### src/shared/srp_cfg.svh
// constants of the serial radio pin control block
`ifndef SRP_CFG_SVH
`define SRP_CFG_SVH
// ----------------------------------------
// timing
// ----------------------------------------
`define SRP_CLK_MHZ 10
`define SRP_TICK_US 1000
`define SRP_TICK_CYC (`SRP_TICK_US * `SRP_CLK_MHZ)
`define SRP_DEB_TICKS 4
`define SRP_RESET_MS 1000
`define SRP_HOST_RST_MS 1100
`define SRP_GAP_MS 100
`define SRP_PAIR_MS 2000
`define SRP_CONNECT_MS 10000
`define SRP_BAUD_DEFAULT 9600
`define SRP_BAUD_DIV ((`SRP_CLK_MHZ * 1000000 + `SRP_BAUD_DEFAULT / 2) / `SRP_BAUD_DEFAULT)
`define SRP_HWFC_DEFAULT 1'b1
`define SRP_CR 8'h0D
`define SRP_LF 8'h0A
// ----------------------------------------
// controller registers
// ----------------------------------------
`define SRP_CTRL_OFS 5'h00
`define SRP_STAT_OFS 5'h04
`define SRP_IRQ_STAT_OFS 5'h08
`define SRP_IRQ_CLR_OFS 5'h0C
`define SRP_IRQ_EN_OFS 5'h10
`define SRP_CTRL_RST_BIT 0
`define SRP_CTRL_PAIR1_BIT 1
`define SRP_CTRL_PAIR2_BIT 2
`define SRP_IRQ_UP_BIT 0
`define SRP_IRQ_DOWN_BIT 1
`define SRP_IRQ_DONE_BIT 2
`define SRP_IRQ_TMO_BIT 3
`define SRP_IRQ_EN_RST 4'h0
`endif

### src/shared/srp_pkg.sv
// types of the serial radio pin control block
package srp_pkg;
  typedef enum logic [1:0] {cmd_wait_mode, connect_last_mode, wait_last_mode, wait_any_mode} srp_mode_t;
  typedef enum logic [1:0] {srp_standby, srp_pending, srp_connect} srp_status_t;
  typedef enum logic [1:0] {srp_ok, srp_error, srp_connect_msg, srp_disconnect_msg} srp_resp_t;
  typedef enum logic [2:0] {hs_idle, hs_rst, hs_gap, hs_low1, hs_high, hs_low2, hs_wait} srp_hseq_t;
endpackage

### src/shared/srp_if.sv
// pin bundle between the adapter and its host controller
`timescale 1ns/1ps
interface srp_if;
  logic txd;       // adapter serial out
  logic rxd;       // adapter serial in
  logic rts_n;     // adapter ready to receive, low active
  logic cts_n;     // host allows adapter to send, low active
  logic pair_n;    // pairing input, low active
  logic rst_n;     // reset pin, low active
  logic link_up_n; // link established, low active
  modport dev (output txd, output rts_n, output link_up_n, input rxd, input cts_n, input pair_n, input rst_n);
  modport host (input txd, input rts_n, input link_up_n, output rxd, output cts_n, output pair_n, output rst_n);
endinterface

### src/rtl/srp_dev.sv
// adapter end: link detect, reset pin, pairing sequence, response sender
// ----------------------------------------
// Summary of operation
// link_up_n low while radio link exists
// reset pin low 1 s restores defaults
// host: unit one reset, pair low 2 s
// host: unit two low, high, low, 2 s each
// pairing lows step modes, second makes master
// host allows 10 s for connection
// no responses sent while pairing
// pairing swaps in pairing class value
// four responses: OK ERROR CONNECT DISCONNECT
// four operation modes supported; the code never enters wait_last_mode, so mode only takes three of them
// status standby, pending or connect
// CR 0x0D and LF 0x0A frame lines
// addresses hex, options digit, timeouts seconds
// txd/rts out, rxd/cts in, flow control
// 9600 8N1 hwfc default, applied on reset
// tick timer, debounced pin inputs
// ----------------------------------------
//
// The implementer's own choices: the register addresses and the AHB-Lite slave port.
`timescale 1ns/1ps
`include "srp_cfg.svh"
module srp_dev #(
  parameter int unsigned TICK_CYC = `SRP_TICK_CYC
) (
  input wire logic sys_clk, // 10 MHz clock
  input wire logic reset_n, // async reset, low active
  srp_if.dev pins, // pins toward host
  input wire logic radio_link, // radio core reports link
  input wire logic soft_reset, // pulse: apply pending serial settings
  input wire logic [15:0] baud_div_new, // pending baud divisor
  input wire logic hwfc_new, // pending flow control enable
  input wire logic resp_req, // request to send a response
  input wire srp_pkg::srp_resp_t resp_kind, // response to send
  input wire logic rx_full, // user cannot take more serial data
  input wire logic [23:0] class_normal, // normal class value
  input wire logic [23:0] class_pairing, // class value used while pairing
  output logic rx_line, // registered rxd toward user
  output srp_pkg::srp_mode_t mode, // operation mode
  output srp_pkg::srp_status_t status, // operation status
  output logic master, // link master role
  output logic pairing, // pairing in progress
  output logic [23:0] device_class_value, // class value in use
  output logic factory_restore, // pulse: restore defaults
  output logic resp_busy // response being sent
);
  import srp_pkg::*;

  typedef struct packed {
    logic [23:0] tick_cnt;
    logic tick;
    logic [1:0] pin_raw;
    logic [1:0] pin_stable;
    logic [1:0][3:0] deb_cnt;
    logic [10:0] rst_cnt;
    logic restore;
    logic pair_prev;
    srp_mode_t mode;
    logic pairing;
    logic master;
    logic link;
    srp_status_t status;
    logic [23:0] cls;
    logic rx_line;
    logic rts_n;
    logic [15:0] baud_div;
    logic hwfc;
    logic tx_busy;
    srp_resp_t tx_kind;
    logic [3:0] tx_idx;
    logic [3:0] tx_bit;
    logic [9:0] tx_sh;
    logic [15:0] baud_cnt;
    logic txd;
  } srp_dev_state_t;

  srp_dev_state_t s;
  srp_dev_state_t next_s;

  // ----------------------------------------
  // response text
  // ----------------------------------------
  function automatic logic [3:0] text_len(input srp_resp_t k);
    case (k)
      srp_ok: text_len = 4'h2;
      srp_error: text_len = 4'h5;
      srp_connect_msg: text_len = 4'h7;
      default: text_len = 4'hA;
    endcase
  endfunction

  // every response is CR LF text CR LF
  function automatic logic [7:0] resp_byte(input srp_resp_t k, input logic [3:0] i);
    logic [79:0] txt;
    logic [3:0] n;
    logic [3:0] c;
    txt = 80'h0;
    n = text_len(k);
    c = 4'h0;
    case (k)
      srp_ok: txt = 80'(16'h4F4B);
      srp_error: txt = 80'(40'h4552524F52);
      srp_connect_msg: txt = 80'(56'h434F4E4E454354);
      default: txt = 80'h444953434F4E4E454354;
    endcase
    if (i == 4'h0 || i == n + 4'h2) begin
      resp_byte = `SRP_CR;
    end else if (i == 4'h1 || i == n + 4'h3) begin
      resp_byte = `SRP_LF;
    end else begin
      c = n + 4'h1 - i;
      resp_byte = txt[{c, 3'b000} +: 8];
    end
  endfunction

  // ----------------------------------------
  // next state
  // ----------------------------------------
  always_comb begin
    logic fall;
    logic [15:0] last_baud;
    fall = 1'b0;
    last_baud = 16'h0;
    next_s = s;
    next_s.tick = 1'b0;
    next_s.restore = 1'b0;
    // free running millisecond tick times every long interval
    if (s.tick_cnt == 24'(TICK_CYC - 1)) begin
      next_s.tick_cnt = 24'h0;
      next_s.tick = 1'b1;
    end else begin
      next_s.tick_cnt = s.tick_cnt + 24'h1;
    end
    next_s.pin_raw = {pins.pair_n, pins.rst_n};
    // a level counts only after holding for several ticks
    for (int i = 0; i < 2; i++) begin
      if (s.pin_raw[i] == s.pin_stable[i]) begin
        next_s.deb_cnt[i] = 4'h0;
      end else if (s.tick) begin
        if (s.deb_cnt[i] == 4'(`SRP_DEB_TICKS - 1)) begin
          next_s.pin_stable[i] = s.pin_raw[i];
          next_s.deb_cnt[i] = 4'h0;
        end else begin
          next_s.deb_cnt[i] = s.deb_cnt[i] + 4'h1;
        end
      end
    end
    next_s.link = radio_link;
    next_s.rx_line = pins.rxd;
    next_s.rts_n = rx_full;
    if (soft_reset) begin
      next_s.baud_div = baud_div_new;
      next_s.hwfc = hwfc_new;
    end
    // pairing lows walk the mode ladder
    fall = s.pair_prev & ~s.pin_stable[1];
    next_s.pair_prev = s.pin_stable[1];
    if (fall) begin
      case (s.mode)
        cmd_wait_mode: begin
          next_s.mode = wait_any_mode;
          next_s.pairing = 1'b1;
        end
        wait_any_mode: begin
          if (s.pairing) begin
            next_s.mode = connect_last_mode;
            next_s.master = 1'b1;
          end
        end
        default: begin
        end
      endcase
    end
    if (s.link && s.pairing) begin
      next_s.pairing = 1'b0;
    end
    // short pulses on the reset pin never reach the count
    if (s.pin_stable[0]) begin
      next_s.rst_cnt = 11'h0;
    end else if (s.tick && s.rst_cnt != 11'(`SRP_RESET_MS)) begin
      next_s.rst_cnt = s.rst_cnt + 11'h1;
      if (s.rst_cnt == 11'(`SRP_RESET_MS - 1)) begin
        next_s.restore = 1'b1;
        next_s.mode = cmd_wait_mode;
        next_s.pairing = 1'b0;
        next_s.master = 1'b0;
        next_s.baud_div = 16'(`SRP_BAUD_DIV);
        next_s.hwfc = `SRP_HWFC_DEFAULT;
      end
    end
    if (s.link) begin
      next_s.status = srp_connect;
    end else if (s.mode == cmd_wait_mode && !s.pairing) begin
      next_s.status = srp_standby;
    end else begin
      next_s.status = srp_pending;
    end
    next_s.cls = s.pairing ? class_pairing : class_normal;
    // ----------------------------------------
    // response transmitter, 8N1
    // ----------------------------------------
    last_baud = s.baud_div - 16'h1;
    if (!s.tx_busy) begin
      // requests made while pairing are dropped, not queued
      if (resp_req && !s.pairing) begin
        next_s.tx_busy = 1'b1;
        next_s.tx_kind = resp_kind;
        next_s.tx_idx = 4'h0;
        next_s.tx_bit = 4'h0;
      end
    end else if (s.tx_bit == 4'h0) begin
      if (!s.hwfc || !pins.cts_n) begin
        next_s.tx_sh = {1'b1, resp_byte(s.tx_kind, s.tx_idx), 1'b0};
        next_s.txd = 1'b0;
        next_s.tx_bit = 4'hA;
        next_s.baud_cnt = 16'h0;
      end
    end else if (s.baud_cnt == last_baud) begin
      next_s.baud_cnt = 16'h0;
      next_s.tx_bit = s.tx_bit - 4'h1;
      if (s.tx_bit != 4'h1) begin
        next_s.tx_sh = {1'b1, s.tx_sh[9:1]};
        next_s.txd = s.tx_sh[1];
      end else begin
        next_s.txd = 1'b1;
        next_s.tx_idx = s.tx_idx + 4'h1;
        if (s.tx_idx == text_len(s.tx_kind) + 4'h3) begin
          next_s.tx_busy = 1'b0;
        end
      end
    end else begin
      next_s.baud_cnt = s.baud_cnt + 16'h1;
    end
  end

  always_ff @(posedge sys_clk or negedge reset_n) begin
    if (!reset_n) begin
      s <= '0;
      s.pin_raw <= 2'b11;
      s.pin_stable <= 2'b11;
      s.pair_prev <= 1'b1;
      s.mode <= cmd_wait_mode;
      s.status <= srp_standby;
      s.rts_n <= 1'b1;
      s.rx_line <= 1'b1;
      s.baud_div <= 16'(`SRP_BAUD_DIV);
      s.hwfc <= `SRP_HWFC_DEFAULT;
      s.txd <= 1'b1;
    end else begin
      s <= next_s;
    end
  end

  // ----------------------------------------
  // outputs
  // ----------------------------------------
  assign pins.link_up_n = ~s.link;
  assign pins.txd = s.txd;
  assign pins.rts_n = s.rts_n;
  assign rx_line = s.rx_line;
  assign mode = s.mode;
  assign status = s.status;
  assign master = s.master;
  assign pairing = s.pairing;
  assign device_class_value = s.cls;
  assign factory_restore = s.restore;
  assign resp_busy = s.tx_busy;
endmodule

### src/flat_wrapper.sv
// flat-port wrapper written by rule: the top's interface ports become plain ports
module srp_dev_flat import srp_pkg::*;
#(
  parameter int unsigned TICK_CYC = `SRP_TICK_CYC
)
  (sys_clk, reset_n, radio_link, soft_reset, baud_div_new, hwfc_new, resp_req, resp_kind, rx_full, class_normal, class_pairing, rx_line, mode, status, master, pairing, device_class_value, factory_restore, resp_busy, pins_txd, pins_rts_n, pins_link_up_n, pins_rxd, pins_cts_n, pins_pair_n, pins_rst_n);
  srp_if pins_i ();
  input wire logic sys_clk;
  input wire logic reset_n;
  input wire logic radio_link;
  input wire logic soft_reset;
  input wire logic [15:0] baud_div_new;
  input wire logic hwfc_new;
  input wire logic resp_req;
  input wire srp_pkg::srp_resp_t resp_kind;
  input wire logic rx_full;
  input wire logic [23:0] class_normal;
  input wire logic [23:0] class_pairing;
  output logic rx_line;
  output srp_pkg::srp_mode_t mode;
  output srp_pkg::srp_status_t status;
  output logic master;
  output logic pairing;
  output logic [23:0] device_class_value;
  output logic factory_restore;
  output logic resp_busy;
  output wire logic [$bits(pins_i.txd)-1:0] pins_txd;
  output wire logic [$bits(pins_i.rts_n)-1:0] pins_rts_n;
  output wire logic [$bits(pins_i.link_up_n)-1:0] pins_link_up_n;
  input wire logic [$bits(pins_i.rxd)-1:0] pins_rxd;
  input wire logic [$bits(pins_i.cts_n)-1:0] pins_cts_n;
  input wire logic [$bits(pins_i.pair_n)-1:0] pins_pair_n;
  input wire logic [$bits(pins_i.rst_n)-1:0] pins_rst_n;
  assign pins_txd = pins_i.txd;
  assign pins_rts_n = pins_i.rts_n;
  assign pins_link_up_n = pins_i.link_up_n;
  assign pins_i.rxd = pins_rxd;
  assign pins_i.cts_n = pins_cts_n;
  assign pins_i.pair_n = pins_pair_n;
  assign pins_i.rst_n = pins_rst_n;
  srp_dev #(.TICK_CYC(TICK_CYC)) u_core (.sys_clk(sys_clk), .reset_n(reset_n), .pins(pins_i), .radio_link(radio_link), .soft_reset(soft_reset), .baud_div_new(baud_div_new), .hwfc_new(hwfc_new), .resp_req(resp_req), .resp_kind(resp_kind), .rx_full(rx_full), .class_normal(class_normal), .class_pairing(class_pairing), .rx_line(rx_line), .mode(mode), .status(status), .master(master), .pairing(pairing), .device_class_value(device_class_value), .factory_restore(factory_restore), .resp_busy(resp_busy));
endmodule
### config.mk
export PLATFORM = sky130hd
export DESIGN_NAME = srp_dev_flat
export DESIGN_NICKNAME = d
export VERILOG_FILES = /design/src/shared/srp_pkg.sv /design/src/shared/srp_if.sv /design/src/rtl/srp_dev.sv /design/src/flat_wrapper.sv
export VERILOG_INCLUDE_DIRS = /design/src /design/src/shared
export SDC_FILE = /design/constraint.sdc
export NUM_CORES = 1
export LEC_CHECK = 0
export ABC_CLOCK_PERIOD_IN_PS = 3370
export BUFFER_PORTS_ARGS = -buffer_cell sky130_fd_sc_hd__buf_2
export CORE_ASPECT_RATIO = 0.7
export CORE_MARGIN = 3
export CORE_UTILIZATION = 54
export DETAILED_ROUTE_END_ITERATION = 10
export PLACE_DENSITY = 0.74
export SLEW_MARGIN = 20
export SYNTH_ARGS = -nofsm -noshare
export SYNTH_HDL_FRONTEND = slang
export SYNTH_SLANG_ARGS = --single-unit
### constraint.sdc
create_clock -name sys_clk -period 3.37 [get_ports sys_clk]
set_input_delay 0.1685 -clock sys_clk [delete_from_list [all_inputs] [get_ports sys_clk]]
set_output_delay 0.1685 -clock sys_clk [all_outputs]
set_load 0.02 [all_outputs]
==> results.sh <==
export IMPL_finalSetupViolations=0
export IMPL_ys_async_sr_fraction=1.00
export IMPL_dp_cells=996
export IMPL_nets=995
export IMPL_seqPwrFrac=0.421
export IMPL_power_mw=4.44
export IMPL_max_slew_margin=0.548
export IMPL_status="finished clean"
export IMPL_crit_arrival_ns=3.46
export IMPL_drtIter0Drc=524
export IMPL_fin_cells=1090
export IMPL_crit_required_ns=3.67
export IMPL_grt_max_degree=114
export IMPL_io_buffers=112
export IMPL_cp_slowest_stage_delay_ns=0.60
export IMPL_antenna_found_initial=1
export IMPL_num_rows=35
export IMPL_fin_area_mm2=0.00919
export IMPL_antenna_left=0
export IMPL_rrSetupSlack_ns=0.21
export IMPL_drv_slew=0
export IMPL_whs_path_depth=2
export IMPL_grt_pass1_wl_um=31100
export IMPL_path_cells="nor4_2 > nand4_1 > xnor2_1 > nor4_1 > nand4_2 > or2_1 > a21o_1 > a22o_1"
export IMPL_syn_instance_count=749
export IMPL_die_area_mm2=0.0152
export IMPL_clock_latency_ns=0.42
export IMPL_critPathMaxFanout=9
export IMPL_ys_seq_elements=137
export IMPL_drt_pass1_iterations=5
export IMPL_reg2reg_depth=8
export IMPL_r2r_end="u_core.s[20]"
export IMPL_htreeDepth=4
export IMPL_hold_viol_final=0
export IMPL_layout_setup_ws_ns=0.213
export IMPL_drcViolationCount=0
export IMPL_routed_wl_um=18500
export IMPL_area_growth_pct=23.6
export IMPL_swShare=0.272
export IMPL_crit_path_top_delay_cell="nor4_2"
export IMPL_ys_seq_area_frac=0.463
export IMPL_netlist_area_mm2=0.00744
export IMPL_coreArea_mm2=0.0133
export IMPL_vias=6110
export IMPL_fmax_ghz=0.317
export IMPL_ios=113
export IMPL_start_util=0.559
export IMPL_yosys_warnings=0
export IMPL_synth_fp_nets=853
export IMPL_numCtsBuffers=17
export IMPL_crit_buf_inv=0
export IMPL_startpoint_type="flop"
export IMPL_drive_above_1_share=0.227
export IMPL_end_kind="flop"
export IMPL_path_clk_slew_ns=0.06
export IMPL_intPower_mw=3.23
export IMPL_root_buffer="clkbuf_16"
export IMPL_rsz0062_at_grt="no"
export IMPL_leakagePower_nw=4.25
export IMPL_overflow=0
export IMPL_cts_sinks=137
export IMPL_groute_layer_met3_usage=0.0518
export IMPL_use_met2=0.419
export IMPL_period_needed_ns=3.16
export IMPL_cap_violations=0
export IMPL_grt_pass1_vias=6323
export IMPL_dp_hpwl_um=11900
export IMPL_synth_edf_count=0
export IMPL_finalClockSkew_ns=0.0125
export IMPL_hold_path_end="u_core.device_class_value[15]"
export IMPL_met1_usage=0.324
export IMPL_fin_setup_tns_ns=0
export IMPL_reg2reg_from="u_core.s[41]"
export IMPL_peakVddDrop_mv=0.356
export IMPL_ys_types=66
export IMPL_p_per_area_mw_per_mm2=483
export IMPL_syn_avg_cell_area_um2=9.93
export IMPL_grt_busiest_layer="met2"
export IMPL_placed_area_mm2=0.00796
export IMPL_grtUsageTotal=0.251
export IMPL_ys_flop_type="dfrtp_1"
export IMPL_hold_path_startpoint="class_pairing[15]"
export IMPL_routed_via_density=5.61
export IMPL_clk_path_buf_depth=2
export IMPL_pwr_share_comb=0.159
export IMPL_die_x_um=146
export IMPL_clock_power_share=0.421
export IMPL_gp_congestion=0.855
export IMPL_period_share=0.937
export IMPL_cpLargestDelayFamily="simple AND/OR/NAND/NOR gates"
export IMPL_worstMarginPinSlew_ns=0.671
export IMPL_die_y_um=104
export IMPL_place_ws_ns=0.172
export IMPL_p_switching_mw=1.21
export IMPL_post_cts_setup_buffer_count=0
export IMPL_wl_per_cell_um=17.0
export IMPL_cts_tree="yes"
export IMPL_worstSetupPathType="reg -> reg"
export IMPL_worstHoldPathType="in -> reg"
-- stage by stage --
stage | util | hold slack, ns
finish | 0.690 | 0.0161
global route | 0.690 | 0.00403
CTS | 0.687 | 0.00113
detailed placement | 0.598 | 0.275
global placement | 0.598 | 0.276
floorplan | - | -0.127
-- layer usage --
layer  vias to the layer above  wire length (um)
met5                         -                 0
met4                         0               538
met3                        55              1030
met2                       224              9180
met1                      2978              7770
li1                       2853                 -
-- flip-flops by register name, summed over array words and instances, names as in the netlist --
| signal | count |
|---|---|
| u_core.device_class_value | 24 |
| u_core.factory_restore | 1 |
| u_core.master | 1 |
| u_core.mode | 2 |
| u_core.next_s | 1 |
| u_core.pairing | 1 |
| u_core.pins.rts_n | 1 |
| u_core.pins.txd | 1 |
| u_core.resp_busy | 1 |
| u_core.rx_line | 1 |
| u_core.s | 101 |
| u_core.status | 2 |
-- kinds of logic after synthesis --
group | Yosys count | share of synthesized area
AND/OR/NAND/NOR | 268 | 0.179
adder cells (fa/ha/maj) | 27 | 0.0464
multiplexers | 43 | 0.0624
flip-flops | 137 | 0.463
buffers and inverters | 91 | 0.0629
AO/OA/AOI/OAI | 106 | 0.0959
XOR/XNOR | 77 | 0.0907
-- what timing repair did --
| action | in CTS | in global routing |
|---|---|---|
| endpoints found under the hold margin | 136 | 1 |
| endpoints found under the setup margin | 0 | 2 |
| gates resized for setup | 0 | 1 |
| hold buffers | 59 | 1 |
-- power by group through the flow --
stage          clock [mW]  combinational, mW  sequential (mW)
2_1_floorplan           0              0.471             1.86
5_1_grt              1.97              0.786             1.88
4_1_cts              1.89              0.689             1.86
6_report             1.87              0.705             1.87
3_5_place_dp            0              0.632             1.89
3_3_place_gp            0              0.599             1.89
-- worst max-delay path by stage --
stage                    to          from  cells past startpoint  slack (ns)
3_5_place_dp   u_core.s[20]  u_core.s[35]                     12        0.17
3_3_place_gp   u_core.s[20]  u_core.s[35]                     11        0.37
4_1_cts        u_core.s[20]  u_core.s[35]                     12        0.18
2_1_floorplan  u_core.s[20]  u_core.s[39]                     13        0.52
6_report       u_core.s[20]  u_core.s[41]                      8        0.21
5_1_grt        u_core.s[20]  u_core.s[39]                     10        0.05
-- cells in the mapped netlist, drive strengths merged, types with 5 or more instances --
cell    instances  share of area
dfrtp         125           0.42
nor2           98          0.049
nand2          40          0.020
xnor2          40          0.047
xor2           37          0.044
buf            36          0.035
nand3          34          0.024
inv            33          0.017
o21ai          30          0.021
mux2           27          0.041
ha             26          0.044
a21oi          23          0.016
clkbuf         22          0.011
nand4          20          0.018
mux2i          16          0.022
nor4           14          0.013
and3           13          0.011
nor3           13         0.0087
dfstp          12          0.042
nor2b           8         0.0067
a22o            6         0.0071
a31oi           6         0.0050
and2            6         0.0050
a211o           5         0.0059
a22oi           5         0.0050
o211ai          5         0.0057
-- layout by cell type, fill, tap and decap left out, types with 11 or more instances in the layout --
cell type	synthesis	routed
nor4_1	12	11
nor2_1	98	98
mux2_2	27	27
clkbuf_16	0	17
mux2i_1	16	16
nor3_1	13	13
inv_1	33	33
nand4_1	19	19
dlygate4sd3_1	0	60
a21oi_1	22	22
ha_1	26	26
o21ai_0	26	26
xnor2_1	40	39
xor2_1	37	37
dfstp_2	12	12
nand2_1	40	40
nand3_1	32	32
dfrtp_1	125	125
buf_2	2	111
and3_1	13	13
-- cell type report --
type	instances	area, um^2
Timing Repair Buffer	181	1250
Sequential cell	137	3440
Fill cell	970	4120
Multi-Input combinational cell	521	3540
Tap cell	185	231
Clock inverter	9	116
Clock buffer	23	478
Inverter	33	124
Antenna cell	1	2.50
(Power assumes the default switching activity.)
